**src/uart_map.vh**
```
`ifndef UART_MAP_VH
`define UART_MAP_VH
// ----------------------------------------
// Register byte offsets
// ----------------------------------------
`define OFS_LINE   12'h000
`define OFS_RATE   12'h004
`define OFS_MODEM  12'h008
`define OFS_DATA   12'h00c
`define OFS_STATUS 12'h010
// ----------------------------------------
// Line control fields and codes
// ----------------------------------------
`define LEN_LSB    0
`define STOP_BIT   2
`define PAR_LSB    3
`define FLOW_LSB   6
`define FLOW_ENQ   2'b00
`define FLOW_XON   2'b01
`define PAR_ODD    3'b001
`define PAR_EVEN   3'b011
`define PAR_ONE    3'b101
`define PAR_ZERO   3'b111
// Modem register bits
`define MDM_CHECK  0
`define MDM_DTR    1
`define MDM_RST    8'h02
// ----------------------------------------
// Flow characters
// ----------------------------------------
`define CH_ENQ     8'h05
`define CH_ACK     8'h06
`define CH_XON     8'h11
`define CH_XOFF    8'h13
// ----------------------------------------
// Timing: oversampling and baud x10 table
// ----------------------------------------
`define CLK_HZ     10000000
`define OVS        16
`define BAUD_X10_0 500
`define BAUD_X10_1 750
`define BAUD_X10_2 1100
`define BAUD_X10_3 1345
`define BAUD_X10_4 1500
`define BAUD_X10_5 2000
`define BAUD_X10_6 3000
`define BAUD_X10_7 6000
`define BAUD_X10_8 12000
`define BAUD_X10_9 18000
`define BAUD_X10_A 24000
`define BAUD_X10_B 36000
`define BAUD_X10_C 48000
`define BAUD_X10_D 72000
`define BAUD_X10_E 96000
`define BAUD_X10_F 192000
// Rounded clocks per 1/16 bit
`define DIV16(hz, b) (((hz) * 10 + ((b) * `OVS) / 2) / ((b) * `OVS))
`endif
```
**src/serial_port.v**
```verilog
`timescale 1ns/1ps
`include "uart_map.vh"

// How it works
// - Receiver times frame bits from start bit
// - Data length selectable 5 to 8 bits
// - Next frame follows last stop bit directly
// - Four-bit code picks baud, default 2400
// - Software may override switch-preset configuration
// - Terminal-ready output shows readiness
// - Request-to-send shows data waiting to send
// - Always-on switch forces status input high
// - Status lines checked only when enabled, default off
// - Bits 7:6 select flow control mode
// - Bits 5:3 select parity sense
// - Bit 2 stop bits, bits 1:0 length
// - Received ENQ answered with ACK
// - XOFF halts transmission except own XON/XOFF, XON resumes it
// - Send XOFF when buffer low, XON when drained
// - Parity mismatch flags character as error
// - Odd parity: bit set for even ones
// - Even parity: bit set for odd ones
// - Always-one parity sent and checked
// - Always-zero parity sent and checked
// - Modem checking gates receive and transmit
module serial_port #(
    parameter CLK_HZ   = `CLK_HZ,
    parameter RX_DEPTH = 8,
    parameter RX_AW    = 3
) (
    // Clock and reset
    input  wire        hclk,
    input  wire        hresetn,
    // AHB-Lite slave
    input  wire        hsel,
    input  wire [11:0] haddr,
    input  wire [1:0]  htrans,
    input  wire        hwrite,
    input  wire [2:0]  hsize,
    input  wire        hready,
    input  wire [31:0] hwdata,
    output reg  [31:0] hrdata,
    output wire        hreadyout,
    output wire        hresp,
    // Default switches
    input  wire [7:0]  sw_line,
    input  wire [3:0]  sw_rate,
    input  wire [3:0]  sw_always_on,
    // Serial line and modem lines
    output reg         txd,
    input  wire        rxd,
    output wire        terminal_ready_out,
    output wire        request_to_send_out,
    input  wire        data_set_ready_in,
    input  wire        clear_to_send_in,
    input  wire        carrier_detect_in,
    input  wire        ring_indicate_in
);

// ----------------------------------------
// Configuration registers
// ----------------------------------------
reg  [7:0] line;
reg  [3:0] rate;
reg  [7:0] modem;
reg        init_done;
reg        hold_full;
reg  [7:0] hold;
reg        par_err;
reg        frm_err;
reg        overrun;
reg [RX_AW:0] rx_cnt;

wire [3:0] dlen     = {2'b00, line[`LEN_LSB+1:`LEN_LSB]} + 4'd5;
wire [2:0] par_mode = line[`PAR_LSB+2:`PAR_LSB];
wire       par_on   = par_mode[0];
wire       two_stop = line[`STOP_BIT];
wire [1:0] flow     = line[`FLOW_LSB+1:`FLOW_LSB];

// Status inputs, forced true by the always-on switches
wire dsr_ok = sw_always_on[0] | data_set_ready_in;
wire cts_ok = sw_always_on[1] | clear_to_send_in;
wire car_ok = sw_always_on[2] | carrier_detect_in;
wire ring_ok = sw_always_on[3] | ring_indicate_in;
wire chk    = modem[`MDM_CHECK];
wire tx_ok  = ~chk | (dsr_ok & cts_ok);
wire rx_ok  = ~chk | (dsr_ok & car_ok);

// ----------------------------------------
// Baud tick at sixteen times the bit rate
// ----------------------------------------
function [15:0] div_of;
    input [3:0] c;
    integer t;
    begin
        case (c)
            4'h0: t = `DIV16(CLK_HZ, `BAUD_X10_0);
            4'h1: t = `DIV16(CLK_HZ, `BAUD_X10_1);
            4'h2: t = `DIV16(CLK_HZ, `BAUD_X10_2);
            4'h3: t = `DIV16(CLK_HZ, `BAUD_X10_3);
            4'h4: t = `DIV16(CLK_HZ, `BAUD_X10_4);
            4'h5: t = `DIV16(CLK_HZ, `BAUD_X10_5);
            4'h6: t = `DIV16(CLK_HZ, `BAUD_X10_6);
            4'h7: t = `DIV16(CLK_HZ, `BAUD_X10_7);
            4'h8: t = `DIV16(CLK_HZ, `BAUD_X10_8);
            4'h9: t = `DIV16(CLK_HZ, `BAUD_X10_9);
            4'ha: t = `DIV16(CLK_HZ, `BAUD_X10_A);
            4'hb: t = `DIV16(CLK_HZ, `BAUD_X10_B);
            4'hc: t = `DIV16(CLK_HZ, `BAUD_X10_C);
            4'hd: t = `DIV16(CLK_HZ, `BAUD_X10_D);
            4'he: t = `DIV16(CLK_HZ, `BAUD_X10_E);
            default: t = `DIV16(CLK_HZ, `BAUD_X10_F);
        endcase
        if (t < 1)
            t = 1;
        div_of = t[15:0];
    end
endfunction

reg  [15:0] bcnt;
wire [15:0] bdiv = div_of(rate);
wire        tick = (bcnt >= bdiv - 16'h0001);

// Counter restarts at once when a rate change drops the divisor below it, because it compares with >=
always @(posedge hclk or negedge hresetn) begin
    if (!hresetn)
        bcnt <= 16'h0000;
    else if (tick)
        bcnt <= 16'h0000;
    else
        bcnt <= bcnt + 16'h0001;
end

// Parity bit for a character under the given sense
function par_of;
    input [2:0] m;
    input [7:0] d;
    begin
        case (m)
            `PAR_ODD:  par_of = ~^d;
            `PAR_EVEN: par_of = ^d;
            `PAR_ONE:  par_of = 1'b1;
            default:   par_of = 1'b0;
        endcase
    end
endfunction

reg  [7:0] dmask;
always @* begin
    case (line[1:0])
        2'b00:   dmask = 8'h1f;
        2'b01:   dmask = 8'h3f;
        2'b10:   dmask = 8'h7f;
        default: dmask = 8'hff;
    endcase
end

// ----------------------------------------
// Transmit source selection
// ----------------------------------------
reg        ack_pend;
reg        flow_pend;
reg  [7:0] flow_char;
reg        tx_stop;
reg  [7:0] tx_left;
reg  [3:0] tx_ph;
reg [11:0] tx_sh;

// Own flow characters pass an XOFF hold, else both ends could wait forever
wire tx_done = (tx_left == 8'h01) & tick;
wire tx_free = (tx_left == 8'h00) | tx_done;
wire sel_ack = tx_ok & ~tx_stop & ack_pend;
wire sel_flw = tx_ok & ~sel_ack & flow_pend;
wire sel_hld = tx_ok & ~tx_stop & ~ack_pend & ~flow_pend & hold_full;
// Loads only on a tick, so the start bit lasts sixteen ticks like every bit except the half stop bit of a 5-bit two-stop frame
wire tx_load = tx_free & tick & (sel_ack | sel_flw | sel_hld);
wire [7:0] tx_char = sel_ack ? `CH_ACK : (sel_flw ? flow_char : hold);

// Frame bits, start bit first, padded with stop level
reg [11:0] frame;
reg  [7:0] flen;
integer    i;
always @* begin
    frame = 12'hfff;
    frame[0] = 1'b0;
    for (i = 0; i < 8; i = i + 1)
        if (i < dlen)
            frame[i + 1] = tx_char[i];
    if (par_on)
        frame[dlen + 1] = par_of(par_mode, tx_char & dmask);
    flen = {dlen + {3'b000, par_on} + 4'd2, 4'h0};
    if (two_stop)
        flen = flen + ((dlen == 4'd5) ? 8'd8 : 8'd16);
end

// ----------------------------------------
// Transmitter
// ----------------------------------------
always @(posedge hclk or negedge hresetn) begin
    if (!hresetn) begin
        tx_sh   <= 12'hfff;
        tx_left <= 8'h00;
        tx_ph   <= 4'h0;
        txd     <= 1'b1;
    end else begin
        if (tx_load) begin
            tx_sh   <= frame;
            tx_left <= flen;
            tx_ph   <= 4'h0;
        end else if (tick && tx_left != 8'h00) begin
            tx_left <= tx_left - 8'h01;
            tx_ph   <= tx_ph + 4'h1;
            if (tx_ph == 4'hf)
                tx_sh <= {1'b1, tx_sh[11:1]};
        end
        txd <= tx_sh[0];
    end
end

// ----------------------------------------
// Receiver
// ----------------------------------------
reg        rx_busy;
reg        rx_start;
reg  [3:0] rx_ph;
reg  [3:0] rx_n;
reg  [7:0] rx_sh;
reg        rx_par;
reg  [7:0] rx_mem [0:RX_DEPTH-1];
reg [RX_AW-1:0] rx_wp;
reg [RX_AW-1:0] rx_rp;
reg        rx_pop;
reg        rx_push;
reg  [7:0] rx_word;
reg        rx_bad;
reg        rx_ovr;

wire [3:0] rx_last = dlen + {3'b000, par_on};
wire       rx_smp  = tick & (rx_start ? (rx_ph == 4'h7) : (rx_ph == 4'hf));

always @(posedge hclk or negedge hresetn) begin
    if (!hresetn) begin
        rx_busy  <= 1'b0;
        rx_start <= 1'b0;
        rx_ph    <= 4'h0;
        rx_n     <= 4'h0;
        rx_sh    <= 8'h00;
        rx_par   <= 1'b0;
        rx_push  <= 1'b0;
        rx_word  <= 8'h00;
        rx_bad   <= 1'b0;
        rx_ovr   <= 1'b0;
    end else begin
        rx_push <= 1'b0;
        rx_bad  <= 1'b0;
        rx_ovr  <= 1'b0;
        if (!rx_busy) begin
            if (tick && !rxd) begin
                rx_busy  <= 1'b1;
                rx_start <= 1'b1;
                rx_ph    <= 4'h0;
                rx_n     <= 4'h0;
                rx_sh    <= 8'h00;
            end
        end else if (tick) begin
            rx_ph <= rx_smp ? 4'h0 : rx_ph + 4'h1;
            if (rx_smp && rx_start) begin
                rx_start <= 1'b0;
                if (rxd)
                    rx_busy <= 1'b0;                                          // Glitch, not a start bit
            end else if (rx_smp) begin
                rx_n <= rx_n + 4'h1;
                if (rx_n < dlen)
                    rx_sh[rx_n[2:0]] <= rxd;
                else if (rx_n < rx_last)
                    rx_par <= rxd;
                else begin
                    rx_busy <= 1'b0;
                    frm_err_set(rxd);
                end
            end
        end
    end
end

// Stop-bit sample: decide what happens to the finished character
task frm_err_set;
    input stop_lvl;
    begin
        if (rx_ok) begin
            rx_word <= rx_sh;
            rx_bad  <= ~stop_lvl;
            if (!(flow == `FLOW_ENQ && rx_sh == `CH_ENQ) &&
                !(flow == `FLOW_XON && (rx_sh == `CH_XON || rx_sh == `CH_XOFF))) begin
                rx_push <= (rx_cnt != RX_DEPTH);
                rx_ovr  <= (rx_cnt == RX_DEPTH);
            end
        end
    end
endtask

// Parity check on the captured character
wire rx_perr = par_on & (rx_par != par_of(par_mode, rx_word & dmask));
reg  rx_perr_ev;
reg  rx_done;
always @(posedge hclk or negedge hresetn) begin
    if (!hresetn) begin
        rx_done    <= 1'b0;
        rx_perr_ev <= 1'b0;
    end else begin
        rx_done    <= rx_smp & ~rx_start & rx_busy & (rx_n >= rx_last) & rx_ok;
        rx_perr_ev <= 1'b0;
        if (rx_done)
            rx_perr_ev <= rx_perr;
    end
end

// Receive buffer
always @(posedge hclk or negedge hresetn) begin
    if (!hresetn) begin
        rx_wp  <= {RX_AW{1'b0}};
        rx_rp  <= {RX_AW{1'b0}};
        rx_cnt <= {(RX_AW+1){1'b0}};
    end else begin
        if (rx_push)
            rx_wp <= rx_wp + 1'b1;
        if (rx_pop)
            rx_rp <= rx_rp + 1'b1;
        rx_cnt <= rx_cnt + {{RX_AW{1'b0}}, rx_push} - {{RX_AW{1'b0}}, rx_pop};
    end
end

always @(posedge hclk) begin
    if (rx_push)
        rx_mem[rx_wp] <= rx_word;
end

// ----------------------------------------
// Software handshake
// ----------------------------------------
reg xoff_sent;
wire rx_low = (rx_cnt >= RX_DEPTH - 2);
always @(posedge hclk or negedge hresetn) begin
    if (!hresetn) begin
        ack_pend  <= 1'b0;
        flow_pend <= 1'b0;
        flow_char <= `CH_XON;
        xoff_sent <= 1'b0;
        tx_stop   <= 1'b0;
    end else begin
        // Answer each ENQ received without framing error; a new one while pending merges, and a new ENQ beats the clear
        if (tx_load && sel_ack)
            ack_pend <= 1'b0;
        if (rx_bad == 1'b0 && rx_done && flow == `FLOW_ENQ && rx_word == `CH_ENQ)
            ack_pend <= 1'b1;
        if (flow != `FLOW_XON)
            tx_stop <= 1'b0;
        else if (rx_done && rx_word == `CH_XOFF)
            tx_stop <= 1'b1;
        else if (rx_done && rx_word == `CH_XON)
            tx_stop <= 1'b0;
        if (tx_load && sel_flw)
            flow_pend <= 1'b0;
        else if (!flow_pend && flow == `FLOW_XON) begin
            if (!xoff_sent && rx_low) begin
                flow_pend <= 1'b1;
                flow_char <= `CH_XOFF;
                xoff_sent <= 1'b1;
            end else if (xoff_sent && rx_cnt == 0) begin
                flow_pend <= 1'b1;
                flow_char <= `CH_XON;
                xoff_sent <= 1'b0;
            end
        end
    end
end

// ----------------------------------------
// AHB-Lite slave, zero wait, always OKAY
// ----------------------------------------
reg        wr_ph;
reg [11:0] wr_adr;
wire       acc = hsel & hready & htrans[1];

assign hreadyout           = 1'b1;
assign hresp               = 1'b0;
assign terminal_ready_out  = modem[`MDM_DTR];
assign request_to_send_out = hold_full | ack_pend | flow_pend | (tx_left != 8'h00);

wire [31:0] status = {20'h00000, {(4-RX_AW){1'b0}}, rx_cnt[RX_AW-1:0] | {RX_AW{rx_cnt[RX_AW]}},
                      xoff_sent, tx_stop, overrun, frm_err, par_err,
                      (tx_left == 8'h00), ~hold_full, (rx_cnt != 0)};

// Read data is registered in the address phase, so a read pops the buffer once
always @* begin
    rx_pop = acc & ~hwrite & (haddr == `OFS_DATA) & (rx_cnt != 0);
end

always @(posedge hclk or negedge hresetn) begin
    if (!hresetn) begin
        hrdata    <= 32'h00000000;
        wr_ph     <= 1'b0;
        wr_adr    <= 12'h000;
        line      <= 8'h00;
        rate      <= 4'h0;
        modem     <= `MDM_RST;
        init_done <= 1'b0;
        hold_full <= 1'b0;
        hold      <= 8'h00;
        par_err   <= 1'b0;
        frm_err   <= 1'b0;
        overrun   <= 1'b0;
    end else begin
        wr_ph  <= acc & hwrite;
        wr_adr <= haddr;
        if (!init_done) begin
            init_done <= 1'b1;
            line      <= sw_line;
            rate      <= sw_rate;
        end
        if (acc && !hwrite) begin
            case (haddr)
                `OFS_LINE:   hrdata <= {24'h000000, line};
                `OFS_RATE:   hrdata <= {28'h0000000, rate};
                `OFS_MODEM:  hrdata <= {24'h000000, ring_ok, car_ok, cts_ok, dsr_ok, modem[3:0]};
                `OFS_DATA:   hrdata <= {24'h000000, (rx_cnt != 0) ? rx_mem[rx_rp] : 8'h00};
                `OFS_STATUS: hrdata <= status;
                default:     hrdata <= 32'h00000000;
            endcase
        end
        if (tx_load && sel_hld)
            hold_full <= 1'b0;
        if (wr_ph) begin
            case (wr_adr)
                `OFS_LINE:  line  <= hwdata[7:0];
                `OFS_RATE:  rate  <= hwdata[3:0];
                `OFS_MODEM: modem <= {6'h00, hwdata[1:0]};
                `OFS_DATA: begin
                    if (!hold_full) begin
                        hold      <= hwdata[7:0] & dmask;
                        hold_full <= 1'b1;
                    end
                end
                default: ;
            endcase
        end
        // Error flags: write one to clear, a new event wins
        par_err <= (par_err & ~(wr_ph & (wr_adr == `OFS_STATUS) & hwdata[3])) | rx_perr_ev;
        frm_err <= (frm_err & ~(wr_ph & (wr_adr == `OFS_STATUS) & hwdata[4])) | rx_bad;
        overrun <= (overrun & ~(wr_ph & (wr_adr == `OFS_STATUS) & hwdata[5])) | rx_ovr;
    end
end

endmodule // serial_port

```
**config.mk**
```make
export PLATFORM = sky130hd
export DESIGN_NAME = serial_port
export DESIGN_NICKNAME = d
export VERILOG_FILES = /design/src/serial_port.v
export VERILOG_INCLUDE_DIRS = /design/src
export SDC_FILE = /design/constraint.sdc
export NUM_CORES = 1
export LEC_CHECK = 0
export ABC_AREA = 1
export BUFFER_PORTS_ARGS = -buffer_cell sky130_fd_sc_hd__buf_4
export CORE_UTILIZATION = 55
export CTS_BUF_LIST = sky130_fd_sc_hd__clkbuf_4 sky130_fd_sc_hd__clkbuf_8
export DETAILED_ROUTE_END_ITERATION = 10
export GPL_ROUTABILITY_DRIVEN = 0
export GPL_TIMING_DRIVEN = 0
export PLACE_DENSITY_LB_ADDON = 0.25
export SLEW_MARGIN = 10
export SYNTH_ARGS = -nofsm -noshare
export SYNTH_HDL_FRONTEND = slang
export SYNTH_SLANG_ARGS = --single-unit
```
**constraint.sdc**
```tcl
create_clock -name hclk -period 6 [get_ports hclk]
set_input_delay 0.9 -clock hclk [delete_from_list [all_inputs] [get_ports hclk]]
set_output_delay 0.9 -clock hclk [all_outputs]
set_load 0.05 [all_outputs]
```
==> Word-level counts from Yosys, hierarchy flattened <==
Memory sizes are Yosys's and may differ from the RTL's.
Index checks and enable logic that the tools add are counted.
{ "classes": {"addsub": 15, "magnitude_cmp": 18, "n_eq_ne": 34, "n_mux": 110, "n_bitwise": 67, "reduce_logical": 58} }
{ "op_table": {"columns": ["op", "count"], "rows": [
  ["2-to-1 mux 8 bit", 17],
  ["2-to-1 mux 1 bit", 65],
  ["one-hot mux 11 bit (5 select lines)", 1],
  ["2-to-1 mux 4 bit", 13],
  ["equality test 12 x 4 -> 1 bit, second input constant", 4],
  ["2-to-1 mux 12 bit", 4],
  ["equality test 8 x 5 -> 1 bit, second input constant", 4],
  ["less-than comparator 32 x 2 -> 1 bit, second input constant", 1],
  ["2-to-1 mux 16 bit", 2],
  ["bitwise AND 1 bit", 31],
  ["bitwise AND 8 bit", 3],
  ["equality test 12 x 3 -> 1 bit, second input constant", 2],
  ["equality test 12 x 5 -> 1 bit, second input constant", 2],
  ["logical NOT 12 bit", 2],
  ["one-hot mux 8 bit (3 select lines)", 1],
  ["logical AND 1 bit", 20],
  ["inverter 1 bit", 17],
  ["adder 16 x 1 -> 16 bit, second input constant", 1],
  ["equality test 8 x 3 -> 1 bit, second input constant", 2],
  [">= comparator 16 bit", 1],
  ["less-than comparator 3 x 4 -> 1 bit, first input constant", 4],
  ["XNOR reduction 8 bit", 2],
  ["parity 8 bit", 2],
  ["subtractor 16 x 1 -> 16 bit, second input constant", 1],
  ["other kinds (53)", 100]
]} }
{ "word_totals": {"reg_bits": 167, "ram_bits": 64, "mem_bits_ro": 224, "wordCells": 341, "mem_count": 2} }
{ "memory_table": {"columns": ["name", "depth", "width", "read_ports", "rd_clocked_by_memory_dff", "write_ports", "line", "source"], "rows": [
  ["(no name shown)", 16, 14, 1, 0, 0, "serial_port.v:96", "case (c)"],
  ["rx_mem", 8, 8, 1, 0, 1, "serial_port.v:229", "reg [7:0] rx_mem [0:RX_DEPTH-1];"]
]} }

==> Logic depth before layout (Yosys ltp) <==
Gate-level depths: netlist of run 1.
{ "depth": {"ltp_word": 17, "depth_mapped": 31, "depth_no_buf": 31} }

==> Worst setup path before layout of run 1 <==
Ideal clock, no wire load.
{ "synth_path": {"path_kind": "reg2reg", "from": "register rate[1]", "to": "register rx_word[7]", "t_arrival_ps": 3832, "t_required_ps": 5879, "setup_slack_ps": 2048, "stages_incl_launch_ff": 28, "path_buffers": 1, "synth_period_minus_slack_ps": 3952, "cell_sequence": "dfrtp_1 > inv_2 > ha_1 > nand3_2 > nand3_2 > nor4_4 > nand3_1 > nand2_1 > ha_1 > nand2_1 > nor4_2 > nand3_1 > inv_1 > nor2_1 > ha_1 > nand2_1 > o21ai_0 > a21oi_1 > nand3_2 > nand2_2 > inv_2 > nand2_1 > nand2_1 > nor2_4 > nand2_4 > buf_6 > nand2_1 > o21ai_1"} }
{ "synth_between": {"elab_chain_len": 9} }
{ "synth_lines": {"columns": ["item", "line", "source"], "rows": [
  ["from (decl)", "serial_port.v:64", "reg [3:0] rate;"],
  ["from (signal assigned)", "serial_port.v:419", "rate <= sw_rate;"],
  ["from (signal assigned)", "serial_port.v:436", "`OFS_RATE: rate <= hwdata[3:0];"],
  ["memory read (16 x 14 bit) *", null, null],
  ["less-than comparator 32 x 2 -> 1 bit", "serial_port.v:114", "if (t < 1)"],
  ["2-to-1 mux 16 bit *", "serial_port.v:114", null],
  ["subtractor 16 x 1 -> 16 bit *", "serial_port.v:122", "wire tick = (bcnt >= bdiv - 16'h0001);"],
  [">= comparator 16 bit *", "serial_port.v:122", null],
  ["bitwise AND 1 bit", "serial_port.v:239", "wire rx_smp = tick & (rx_start ? (rx_ph == 4'h7) : (rx_ph == 4'hf));"],
  ["logical AND 1 bit", "serial_port.v:267", "if (rx_smp && rx_start) begin"],
  ["inverter 1 bit (no line)", null, null],
  ["AND reduction 7 bit (no line) *", null, null],
  ["to (signal assigned)", "serial_port.v:250", "rx_word <= 8'h00;"],
  ["to (decl)", "serial_port.v:234", "reg [7:0] rx_word;"]
]} }
Mark *: on every way between the ends. The rest lies on a longest branch, timed or not.
A chain may end at the register's enable or synchronous reset.

==> Worst setup path after layout of run 1 <==
{ "layout_path": {"from": "register rate[1]", "to": "register tx_left[7]"} }
{ "layout_between": {"elab_chain_len": 10} }
{ "layout_lines": {"columns": ["item", "line", "source"], "rows": [
  ["memory read (16 x 14 bit) *", null, null],
  ["less-than comparator 32 x 2 -> 1 bit", "serial_port.v:114", null],
  ["2-to-1 mux 16 bit *", "serial_port.v:114", null],
  ["subtractor 16 x 1 -> 16 bit *", "serial_port.v:122", null],
  [">= comparator 16 bit *", "serial_port.v:122", null],
  ["bitwise AND 1 bit", "serial_port.v:170", "wire tx_done = (tx_left == 8'h01) & tick;"],
  ["OR 1 bit", "serial_port.v:171", "wire tx_free = (tx_left == 8'h00) | tx_done;"],
  ["bitwise AND 1 bit (2 in a row)", "serial_port.v:176", "wire tx_load = tx_free & tick & (sel_ack | sel_flw | sel_hld);"],
  ["2-to-1 mux 8 bit / nonzero test 2 bit (equally long branches)", null, null],
  ["to (signal assigned)", "serial_port.v:208", "tx_left <= flen;"],
  ["to (signal assigned)", "serial_port.v:211", "tx_left <= tx_left - 8'h01;"],
  ["to (decl)", "serial_port.v:165", "reg [7:0] tx_left;"]
]} }
Marked as above.

==> metrics.yaml, run 1 <==
outcome: "finished, final reports clean"
syn_to_final_growth_pct: 13.8
swShare_pct: 34.6
critPathKind: "flip-flop to flip-flop"
detailedRoute.firstIterationViolations: 700
cts.sinks: 202
max-vdd-ir-drop_v: 0.000248
ctsLongestPathBuffers: 3
first_pass_grt_wire_length_mm: 44.0
rsz0062_at_grt: "no"
inserted_diodes: 0
power.density_cell_area_nw_per_um2: 308
synth_area_um2: 11600
die_x_um: 147
critical_path.slowest_cell: "sky130_fd_sc_hd__dfrtp_1"
maxCapViolCount: 0
grt_start_max_net_pins: 85
fill_cells: 1703
first_global_vias: 8958
seq_area_frac_synth_pct: 46.6
dp_hpwl_mm: 19.9
rows: 52
tightest_slew_ps: 881
postLayoutCellArea_um2: 13200
worstPathRequired_ps: 6390
power_frac_seq_pct: 42.3
yosys_register_bits: 202
numCtsBuffers: 35
postPlaceCellArea_um2: 12500
buffer_ports.inserted: 60
cts_hold_repair.buffers: 0
detail_route.drc_violations: 0
post_synth_inst_count: 1306
die_h_um: 147
count_of_flip_flops_with_a_built_in_enable_after_synthesis: 64
grt_overflow_total: 0
worst_setup_path_start_kind: "flip-flop"
final_core_utilization_pct: 64.4
routed_wirelength_mm: 27.0
net_load_switching_power_uw: 1400
worst_clock_skew_ps: 27.2
critical_path.max_stage_delay_ps: 520
headroom_to_the_max_slew_limit_pct: 41.0
max_clk_rate_ghz: 0.215
fin_crit_ps: 4660
synth_area_per_cell_um2: 8.86
dr_total_vias: 9282
hold_path_class: "flip-flop to flip-flop"
insertion_delay_ps: 540
area_of_the_core_um2: 20400
largest_driver_fanout_on_the_critical_path: 10
synth_flop_cell: "sky130_fd_sc_hd__dfrtp_1"
setup_tns_ps: 0
timing_hold_violations_final: 0
initial_utilization_pct: 56.6
ys_warn_count: 0
postCtsSetupBuffers: 0
post-layout-total-power_uw: 4060
share_of_post_route_cells_with_drive_strength_above_1_pct: 17.4
postRouteAntennaNets: 0
fraction_of_power_consumed_by_the_clock_network_pct: 30.9
post_drt_via_cell_ratio: 5.39
power_frac_comb_pct: 26.8
finalMaxSlewViolations: 0
dr.pass1.iters: 5
num-nets-final: 1566
antenna_found_initial: 0
report.final.setup_viol: 0
cts_repair_resized_insts: 0
clock-root-buffer: "sky130_fd_sc_hd__clkbuf_8"
synth_cell_type_count: 62
crit_arrival_ps: 5050
number_of_placed_i_o_pins: 112
grt.total_usage_pct: 25.7
cts_tree: "yes"
pleak_uw: 0.00598
cts.clk_slew.worst_paths_ps: 60
intPower_uw: 2650
die_area_um2: 21600
synth_async_sr_flop_share_pct: 68.3
worstSetupEndpointType: "flip-flop"
ctsHtreeMaxLevel: 2
fin_crit_sh_pct: 77.7
drt-wirelength-per-cell_um: 15.7
[state kept, by name (all words and copies together), names as in the netlist, 2 cells and up]
signal,count
bcnt,16
hold,8
hrdata,11
line,8
modem,2
rate,4
rx_cnt,4
rx_mem,64
rx_n,4
rx_ph,4
rx_rp,3
rx_sh,8
rx_word,8
rx_wp,3
tx_left,8
tx_ph,4
tx_sh,12
wr_adr,12
[routing by layer]
layer / wire [um] / track usage [%] / up-vias
met1: 11800 / 34.7 / 4364
met3: 1890 / 4.72 / 54
li1: - / - / 4575
met5: 0 / 0 / -
met2: 12600 / 41.8 / 289
met4: 690 / 8.81 / 0
[cell usage after synthesis, types with 3 or more instances]
library cell                 n  area, um^2
sky130_fd_sc_hd__o21ai_1    11        55.1
sky130_fd_sc_hd__nor3_1     27         135
sky130_fd_sc_hd__inv_1     174         653
sky130_fd_sc_hd__xor2_1     22         193
sky130_fd_sc_hd__o22ai_1     7        43.8
sky130_fd_sc_hd__o21ai_2    10        87.6
sky130_fd_sc_hd__or2_2       3        18.8
sky130_fd_sc_hd__xnor2_1     8        70.1
sky130_fd_sc_hd__clkbuf_1   14        52.6
sky130_fd_sc_hd__edfxtp_1   64        1920
sky130_fd_sc_hd__o21ai_0   112         561
sky130_fd_sc_hd__a21oi_2     3        26.3
sky130_fd_sc_hd__inv_2       9        33.8
sky130_fd_sc_hd__nor3b_1     3        22.5
sky130_fd_sc_hd__a221oi_1    3        26.3
sky130_fd_sc_hd__a211oi_1    3        22.5
sky130_fd_sc_hd__o211ai_1   17         128
sky130_fd_sc_hd__nand3_1    60         300
sky130_fd_sc_hd__o221ai_1   15         131
sky130_fd_sc_hd__nand4_1    24         150
sky130_fd_sc_hd__nand3_4     6         105
sky130_fd_sc_hd__a31oi_1    11        68.8
sky130_fd_sc_hd__nand2_1   218         818
sky130_fd_sc_hd__nor2_2      6        37.5
sky130_fd_sc_hd__a21oi_1    41         205
sky130_fd_sc_hd__nand2_4     8        90.1
sky130_fd_sc_hd__nor2_4      4        45.0
sky130_fd_sc_hd__nor2_1    134         503
sky130_fd_sc_hd__buf_4      27         203
sky130_fd_sc_hd__nand3_2     4        40.0
sky130_fd_sc_hd__dfstp_2    14         368
sky130_fd_sc_hd__buf_2       3        15.0
sky130_fd_sc_hd__nor3_2      3        30.0
sky130_fd_sc_hd__ha_1       63         788
sky130_fd_sc_hd__nand2_2    15        93.8
sky130_fd_sc_hd__nor4_1      3        18.8
sky130_fd_sc_hd__dfrtp_1   124        3100
[kinds of logic (layout without fill, tap and decap cells)]
group | count (synthesis) | in the layout | synth area share (%)
buffers and inverters | 234 | 358 | 8.96
XOR/XNOR | 30 | 30 | 2.27
AND/OR/NAND/NOR | 524 | 524 | 21.6
multiplexers | 1 | 1 | 0.0974
flip-flops | 202 | 202 | 46.6
adder cells (fa/ha/maj) | 65 | 65 | 7.16
AO/OA/AOI/OAI | 248 | 248 | 13.2
other | 2 | 24 | 0.0649
[stage by stage]
stage | hold slack [ps] | cells | worst slack, ps
after global placement | 357 | 1658 | 1400
after detailed placement | 358 | 1659 | 1360
after floorplan | 354 | 1328 | 2050
after CTS | 367 | 1722 | 1340
after global routing | 368 | 1722 | 931
final | 368 | 1722 | 1340
[worst max-delay path, delay by kind of cell (launching register included)]
kind | cells | cell delay (ps)
buffers and inverters | 4 | 540
adders and majority gates | 3 | 770
and+or+nand+nor | 13 | 2090
DFF | 1 | 520
AOI/OAI and AO/OA | 5 | 560
[power groups by stage]
stage	Combinational, uW	Clock, uW	Sequential, uW
after floorplan	813	0	1740
after global placement	1050	0	1730
after detailed placement	1090	0	1740
after CTS	1090	1280	1720
after global routing	1250	1330	1740
final	1090	1250	1720
[cells in the final DEF, fill, tap and decap left out, types with 15 or more instances in the layout]
cell type	netlist	layout
sky130_fd_sc_hd__nor2_1	134	134
sky130_fd_sc_hd__conb_1	2	24
sky130_fd_sc_hd__o211ai_1	17	17
sky130_fd_sc_hd__nand4_1	24	24
sky130_fd_sc_hd__nand2_1	218	218
sky130_fd_sc_hd__nand2_2	15	15
sky130_fd_sc_hd__edfxtp_1	64	64
sky130_fd_sc_hd__dfrtp_1	124	124
sky130_fd_sc_hd__inv_1	174	174
sky130_fd_sc_hd__nor3_1	27	27
sky130_fd_sc_hd__a21oi_1	41	41
sky130_fd_sc_hd__clkbuf_8	1	39
sky130_fd_sc_hd__nand3_1	60	60
sky130_fd_sc_hd__ha_1	63	63
sky130_fd_sc_hd__xor2_1	22	22
sky130_fd_sc_hd__o221ai_1	15	15
sky130_fd_sc_hd__o21ai_0	112	112
sky130_fd_sc_hd__buf_4	27	86
[final cells by class]
| cell class | instances | area (um^2) | share of cell area [%] |
|---|---|---|---|
| clock buffers | 51 | 621 | 4.72 |
| inverters | 184 | 691 | 5.25 |
| flip-flops and latches | 202 | 5390 | 41.0 |
| well taps | 270 | 338 | 2.57 |
| repair buffers | 61 | 482 | 3.66 |
| clock inverters | 12 | 70.1 | 0.532 |
| plain buffers | 50 | 345 | 2.62 |
| multi-input cells | 892 | 5220 | 39.7 |
[worst paths after layout]
path	end	cells past startpoint	slack (ps)	from
worst max register to register	tx_left[7]	25	1340	rate[1]
worst min register to register	txd	0	370	tx_sh[0]
worst min-delay path	txd	0	370	tx_sh[0]
min in group asynchronous	rx_rp[2]	1	400	hresetn
worst max-delay path	tx_left[7]	25	1340	rate[1]
max in group asynchronous	rx_par	2	4790	hresetn
Note: power is estimated with default switching activity, not from simulation.
==> inputs of run 2 (changes only) <==
--- a/config.mk
+++ b/config.mk
@@ -6,7 +6,7 @@
 export SDC_FILE = /design/constraint.sdc
 export NUM_CORES = 1
 export LEC_CHECK = 0
-export ABC_AREA = 1
+export ABC_AREA = 0
 export BUFFER_PORTS_ARGS = -buffer_cell sky130_fd_sc_hd__buf_4
 export CORE_UTILIZATION = 55
 export CTS_BUF_LIST = sky130_fd_sc_hd__clkbuf_4 sky130_fd_sc_hd__clkbuf_8
==> constraint.sdc (replaced) <==
create_clock -name hclk -period 3.9 [get_ports hclk]
set_input_delay 0.585 -clock hclk [delete_from_list [all_inputs] [get_ports hclk]]
set_output_delay 0.585 -clock hclk [all_outputs]
set_load 0.05 [all_outputs]
==> run 2 against run 1 <==
- the run now ends with setup timing left
- die area shrank 5.7%
- count of clock-buffer cells in the layout grew 3
- first-iteration DRC count shrank 13%
- critical endpoint is now tx_sh[10]
==> metrics.yaml, run 2 <==
outcome: "finished with violations"
failed_checks: "setup timing"
max_clk_rate_ghz: 0.220
die_h_um: 143
die_x_um: 143
cts.sinks: 202
worst_clock_skew_ps: 23.1
inserted_diodes: 0
ff_latch_area_um2: 5390
mostFrequentLayoutCells: "124 x sky130_fd_sc_hd__dfrtp_1, 117 x sky130_fd_sc_hd__buf_4, 71 x sky130_fd_sc_hd__nand2_1"
worst_setup_path_start_kind: "flip-flop"
clock-root-buffer: "sky130_fd_sc_hd__clkbuf_8"
fin_crit_ps: 4560
rr_endpoint: "tx_sh[10]"
first_global_vias: 8072
largest_driver_fanout_on_the_critical_path: 5
antenna_found_initial: 0
cts_tree: "yes"
ctsHtreeMaxLevel: 2
insertion_delay_ps: 530
rsz0062_at_grt: "yes"
dr_total_vias: 8309
critical_path.max_stage_delay_ps: 430
numCtsBuffers: 35
maxCapViolCount: 0
postPlaceCellArea_um2: 12000
post-layout-total-power_uw: 6490
worstPathRequired_ps: 4330
number_of_placed_i_o_pins: 112
buffer_ports.inserted: 60
count_of_flip_flops_with_a_built_in_enable_after_synthesis: 64
rr_startpoint: "rate[1]"
share_of_post_route_cells_with_drive_strength_above_1_pct: 32.2
ys_warn_count: 0
tightest_slew_ps: 874
critical_path.slowest_cell: "sky130_fd_sc_hd__a2111oi_4"
post_drt_via_cell_ratio: 5.72
yosys-top-cells-count: "124 x sky130_fd_sc_hd__dfrtp_1, 79 x sky130_fd_sc_hd__nor2_1, 77 x sky130_fd_sc_hd__nand2_1, 64 x sky130_fd_sc_hd__edfxtp_1, 63 x sky130_fd_sc_hd__ha_1"
registers.top_by_ff_count: "rx_mem"
report.final.setup_viol: 74
grt_overflow_total: 0
crit_arrival_ps: 4980
worstSetupEndpointType: "flip-flop"
max-vdd-ir-drop_v: 0.000376
hold_path_class: "input port to async pin"
routed_wirelength_mm: 27.2
multi_input_area_um2: 5760
hold_ws_ps: 57.3
layout_commonest_cell: "sky130_fd_sc_hd__dfrtp_1"
area_of_the_core_um2: 19500
post_synth_inst_count: 988
setup_ws_ps: -656
grt.total_usage_pct: 26.9
synth_cell_type_count: 73
fill_cells: 1292
drt-wirelength-per-cell_um: 18.7
synth_async_sr_flop_share_pct: 68.3
first_pass_grt_wire_length_mm: 42.1
worst_path_bufs_invs: 5
critPathKind: "flip-flop to flip-flop"
ff2ff_path_depth: 25
critPathTopFamily: "compound AO/OA/AOI/OAI gates"
finalMaxSlewViolations: 0
pleak_uw: 0.00582
ctsLongestPathBuffers: 3
synth_most_common_cell: "sky130_fd_sc_hd__dfrtp_1"
largest_register_ffs: 64
final_core_utilization_pct: 71.5
worst-r2r-setup-slack_ps: -660
initial_utilization_pct: 56.0
synth_area_leader_cell: "sky130_fd_sc_hd__dfrtp_1"
synth.top_cells.by_area: "sky130_fd_sc_hd__dfrtp_1 28%, sky130_fd_sc_hd__edfxtp_1 18%, sky130_fd_sc_hd__ha_1 7.2%"
rows: 51
synth_area_um2: 10900
largest_registers: "rx_mem x64, bcnt x16"
timing_hold_violations_final: 0
cts.clk_slew.worst_paths_ps: 60
postRouteAntennaNets: 0
dp_hpwl_mm: 18.2
cts_hold_repair.buffers: 0
detailedRoute.firstIterationViolations: 608
yosys.area.top_type_share_pct: 28.5
power.density_cell_area_nw_per_um2: 466
synth_flop_cell: "sky130_fd_sc_hd__dfrtp_1"
grt_start_max_net_pins: 77
headroom_to_the_max_slew_limit_pct: 41.7
syn_to_final_growth_pct: 27.8
synth_area_per_cell_um2: 11.0
fin_crit_sh_pct: 117
postLayoutCellArea_um2: 13900
seq_area_frac_synth_pct: 49.5
yosys_register_bits: 202
detail_route.drc_violations: 0
num-nets-final: 1301
die_area_um2: 20400
dr.pass1.iters: 8
run 2: cell types whose count changed after synthesis, sizes merged, moves of 21 or more:
cell / change
inv: -141
mux2: +24
mux2i: +27
nand2: -164
nand3: -42
nor2: -65
o21ai: -79
xnor2: +21
run 2: worst max path at each step:
stage	from	slack, ps	cells after the start	to
after global routing	rate[1]	-870	23	rx_word[5]
after detailed placement	rate[1]	-1290	22	rx_sh[4]
after global placement	rate[1]	-1300	22	rx_ph[1]
after CTS	rate[1]	-560	23	rx_word[5]
after floorplan	rate[0]	-270	22	rx_word[7]
final	rate[1]	-660	25	tx_sh[10]
run 2: cell families (layout without fill, tap and decap cells):
| group | Yosys count | after routing | share of synthesized area [%] |
|---|---|---|---|
| buf+inv | 105 | 282 | 4.59 |
| flops | 202 | 202 | 49.5 |
| other cells | 2 | 24 | 0.0689 |
| fa+ha+maj | 65 | 65 | 7.60 |
| simple gates | 285 | 285 | 12.8 |
| xor+xnor | 57 | 57 | 4.71 |
| mux | 69 | 69 | 8.61 |
| compound gates | 203 | 203 | 12.2 |
run 2: final cells by class:
cell class	instances	share of cell area, %
timing repair buffer	116	7.61
sequential	202	38.7
tap	265	2.38
buffer	61	3.06
multi-input combinational	703	41.4
clock inverter	9	0.728
clock buffer	54	4.89
inverter	42	1.22
run 2: per-layer routing:
metal / vias up / wire, um / global-route usage [%]
li1: 3888 / - / -
met1: 4072 / 11800 / 37.4
met2: 299 / 13000 / 42.7
met3: 50 / 1780 / 5.33
met4: 0 / 598 / 8.04
met5: - / 0 / 0
run 2: metrics by stage:
step / instances / setup slack (ps) / setup TNS (ps)
5_1_grt: 1452 / -870 / -54020
3_5_place_dp: 1336 / -1290 / -83780
3_3_place_gp: 1335 / -1300 / -84600
2_1_floorplan: 1010 / -275 / -10130
4_1_cts: 1432 / -559 / -29610
6_report: 1452 / -656 / -39300
run 2: where the power goes:
group          leakage (uW)  internal (uW)  switching (uW)  total (uW)
Combinational       0.00320            834             973        1810
Clock              0.000412           1250             863        2110
Sequential          0.00221           2370             195        2560
run 2: worst register-to-register path, delay by kind of cell, from the launching register on:
kind / cells / cell delay (ps)
compound gates: 11 / 2070
xor+xnor: 1 / 100
fa+ha+maj: 3 / 590
buf+inv: 5 / 620
flops: 1 / 400
simple gates: 5 / 690
run 2: what timing repair did:
item	in CTS	in global routing
pin swaps	43	46
resized for setup	110	63
setup endpoints to repair	74	74
gates cloned	6	1
buffers inserted	30	21
hold endpoints to repair	0	0
==> inputs of run 3 (changes only) <==
--- a/config.mk
+++ b/config.mk
@@ -8,7 +8,9 @@
 export LEC_CHECK = 0
 export ABC_AREA = 0
 export BUFFER_PORTS_ARGS = -buffer_cell sky130_fd_sc_hd__buf_4
-export CORE_UTILIZATION = 55
+export CELL_PAD_IN_SITES_DETAIL_PLACEMENT = 0
+export CELL_PAD_IN_SITES_GLOBAL_PLACEMENT = 1
+export CORE_UTILIZATION = 44
 export CTS_BUF_LIST = sky130_fd_sc_hd__clkbuf_4 sky130_fd_sc_hd__clkbuf_8
 export DETAILED_ROUTE_END_ITERATION = 10
 export GPL_ROUTABILITY_DRIVEN = 0
==> run 3 against run 2 <==
- the run still ends with setup timing left
- maximum frequency grew 0.10%
- worst hold slack gained 110 ps
- register-to-register slack is essentially flat
- combinational power is essentially flat
- sequential power is essentially flat
- utilization shrank 14 points
- non-clock buffer count grew 1
- sequential share of layout area shrank 0.34 points
- critical endpoint is now rx_n[0]
- largest cell class unchanged
- largest power group unchanged
==> metrics.yaml, run 3 (synthesized netlist as in run 2, its figures left out) <==
cts_tree: "yes"
area_of_the_core_um2: 24300
cts.clk_slew.worst_paths_ps: 50
power.density_cell_area_nw_per_um2: 463
dp_hpwl_mm: 18.8
cts.sinks: 202
timing_hold_violations_final: 0
finish.cell_count_without_fillers: 1516
numCtsBuffers: 37
inserted_diodes: 0
fin_crit_sh_pct: 117
initial_utilization_pct: 44.8
drt-wirelength-per-cell_um: 18.4
share_of_post_route_cells_with_drive_strength_above_1_pct: 32.4
rows: 57
critical_path.slowest_cell: "sky130_fd_sc_hd__dfrtp_2"
worst_setup_path_start_kind: "flip-flop"
outcome: "finished with violations"
layout_commonest_cell: "sky130_fd_sc_hd__dfrtp_1"
detailedRoute.firstIterationViolations: 576
critical_path.cell_chain: "buf_4 > ha_4 > nor4_4 > a21oi_2 > buf_4 > buf_4 > buf_4 > buf_4 > buf_4 > buf_4 > a21oi_2 > nand2_1 > xor2_1 > ha_1 > a211o_1 > a21oi_2 > o21ai_2 > a2111oi_4 > o21ai_2 > buf_6 > buf_12 > and2_4 > mux2_4 > a22o_1"
fin_crit_ps: 4550
worstSetupEndpointType: "flip-flop"
maxCapViolCount: 0
crit_path_frequent_cell: "sky130_fd_sc_hd__buf_4"
die_h_um: 159
critPathKind: "flip-flop to flip-flop"
grt_start_max_net_pins: 100
post_drt_via_cell_ratio: 5.43
failed_checks: "setup timing"
routed_wirelength_mm: 27.9
ctsHtreeMaxLevel: 2
buffer_ports.inserted: 60
pleak_uw: 0.00584
postRouteAntennaNets: 0
grt.total_usage_pct: 21.7
dp_slack_ps: -1440
antenna_found_initial: 0
dr_total_vias: 8236
critPathTopFamily: "compound AO/OA/AOI/OAI gates"
tightest_slew_ps: 1230
largest_registers: "rx_mem x64, bcnt x16"
clock-root-buffer: "sky130_fd_sc_hd__clkbuf_8"
largest_register_ffs: 64
first_pass_grt_wire_length_mm: 43.6
dr.pass1.iters: 5
detail_route.drc_violations: 0
dpl.cell_count: 1395
die_x_um: 159
postPlaceCellArea_um2: 12000
num-nets-final: 1304
crit_arrival_ps: 4970
postLayoutCellArea_um2: 14100
finalMaxSlewViolations: 0
ctsLongestPathBuffers: 3
report.final.setup_viol: 74
setup_tns_ps: -38870
registers.top_by_ff_count: "rx_mem"
largest_driver_fanout_on_the_critical_path: 7
critical_path.max_stage_delay_ps: 410
max-vdd-ir-drop_v: 0.000405
worstPathRequired_ps: 4320
die_area_um2: 25400
headroom_to_the_max_slew_limit_pct: 18.0
max_clk_rate_ghz: 0.220
syn_to_final_growth_pct: 28.9
hold_path_class: "input port to flip-flop"
hold_ws_ps: 163
grt_overflow_total: 0
mostFrequentLayoutCells: "123 x sky130_fd_sc_hd__dfrtp_1, 119 x sky130_fd_sc_hd__buf_4, 71 x sky130_fd_sc_hd__nand2_1"
worst_clock_skew_ps: 27.4
number_of_placed_i_o_pins: 112
rsz0062_at_grt: "yes"
worst_path_bufs_invs: 9
insertion_delay_ps: 550
setup_ws_ps: -651
first_global_vias: 8114
[run 3: cell count changes in the layout (fill, tap and decap cells not counted), sizes merged]
cell / delta
clkbuf: +7
buf: -2
bufinv: -1
dlygate4sd3: +1
[run 3: layout make-up]
cell class,count,area [um^2]
fillers,2053,10300
inverters,42,173
well taps,324,405
flip-flops and latches,202,5390
clock buffers,59,699
plain buffers,60,432
clock inverters,8,98.8
multi-input cells,703,5770
repair buffers,118,1080
[run 3: worst paths after layout]
path,start,end,slack (ps),cells past startpoint
min reg2reg,tx_sh[0],txd,390,0
max in group asynchronous,hresetn,tx_sh[11],2510,3
min,haddr[8],wr_adr[8],160,1
max,rate[0],rx_n[0],-650,24
max reg2reg,rate[0],rx_n[0],-650,24
min in group asynchronous,hresetn,bcnt[1],540,2
[run 3: stage by stage]
stage	total power [uW]	util, %
after floorplan	3470	-
after global placement	3800	49.3
after detailed placement	3820	49.5
after CTS	6200	55.5
after global routing	6830	57.8
final	6510	57.8
[run 3: worst register-to-register path: stages, from the launching register on]
cell and delay, ps:
sky130_fd_sc_hd__dfrtp_2 410, sky130_fd_sc_hd__buf_4 170, sky130_fd_sc_hd__ha_4 180, sky130_fd_sc_hd__nor4_4 230, sky130_fd_sc_hd__a21oi_2 80, sky130_fd_sc_hd__buf_4 140
sky130_fd_sc_hd__buf_4 120, sky130_fd_sc_hd__buf_4 130, sky130_fd_sc_hd__buf_4 120, sky130_fd_sc_hd__buf_4 120, sky130_fd_sc_hd__buf_4 120, sky130_fd_sc_hd__a21oi_2 110
sky130_fd_sc_hd__nand2_1 80, sky130_fd_sc_hd__xor2_1 150, sky130_fd_sc_hd__ha_1 290, sky130_fd_sc_hd__a211o_1 310, sky130_fd_sc_hd__a21oi_2 130, sky130_fd_sc_hd__o21ai_2 90
sky130_fd_sc_hd__a2111oi_4 410, sky130_fd_sc_hd__o21ai_2 160, sky130_fd_sc_hd__buf_6 160, sky130_fd_sc_hd__buf_12 150, sky130_fd_sc_hd__and2_4 150, sky130_fd_sc_hd__mux2_4 250
sky130_fd_sc_hd__a22o_1 180
[run 3: repair_timing]
item | 4_1_cts | 5_1_grt
hold endpoints to repair | 35 | 0
resized for setup | 86 | 92
buffers inserted | 39 | 15
cloned | 3 | 4
hold buffers | 1 | 0
endpoints found under the setup margin | 74 | 74
pin swaps | 20 | 55
[run 3: where the power goes]
group          switching, uW  total, uW  internal (uW)  leakage [uW]
Clock                    912       2130           1220      0.000420
Sequential               194       2560           2370       0.00221
Combinational            969       1810            844       0.00321
[run 3: metal layers]
metal	track usage, %	routed length [um]	part of all wire, %
met5	0	0	0
met4	5.55	508	1.8
met3	3.52	1390	5.0
met2	33.4	12700	46
met1	31.9	13300	48
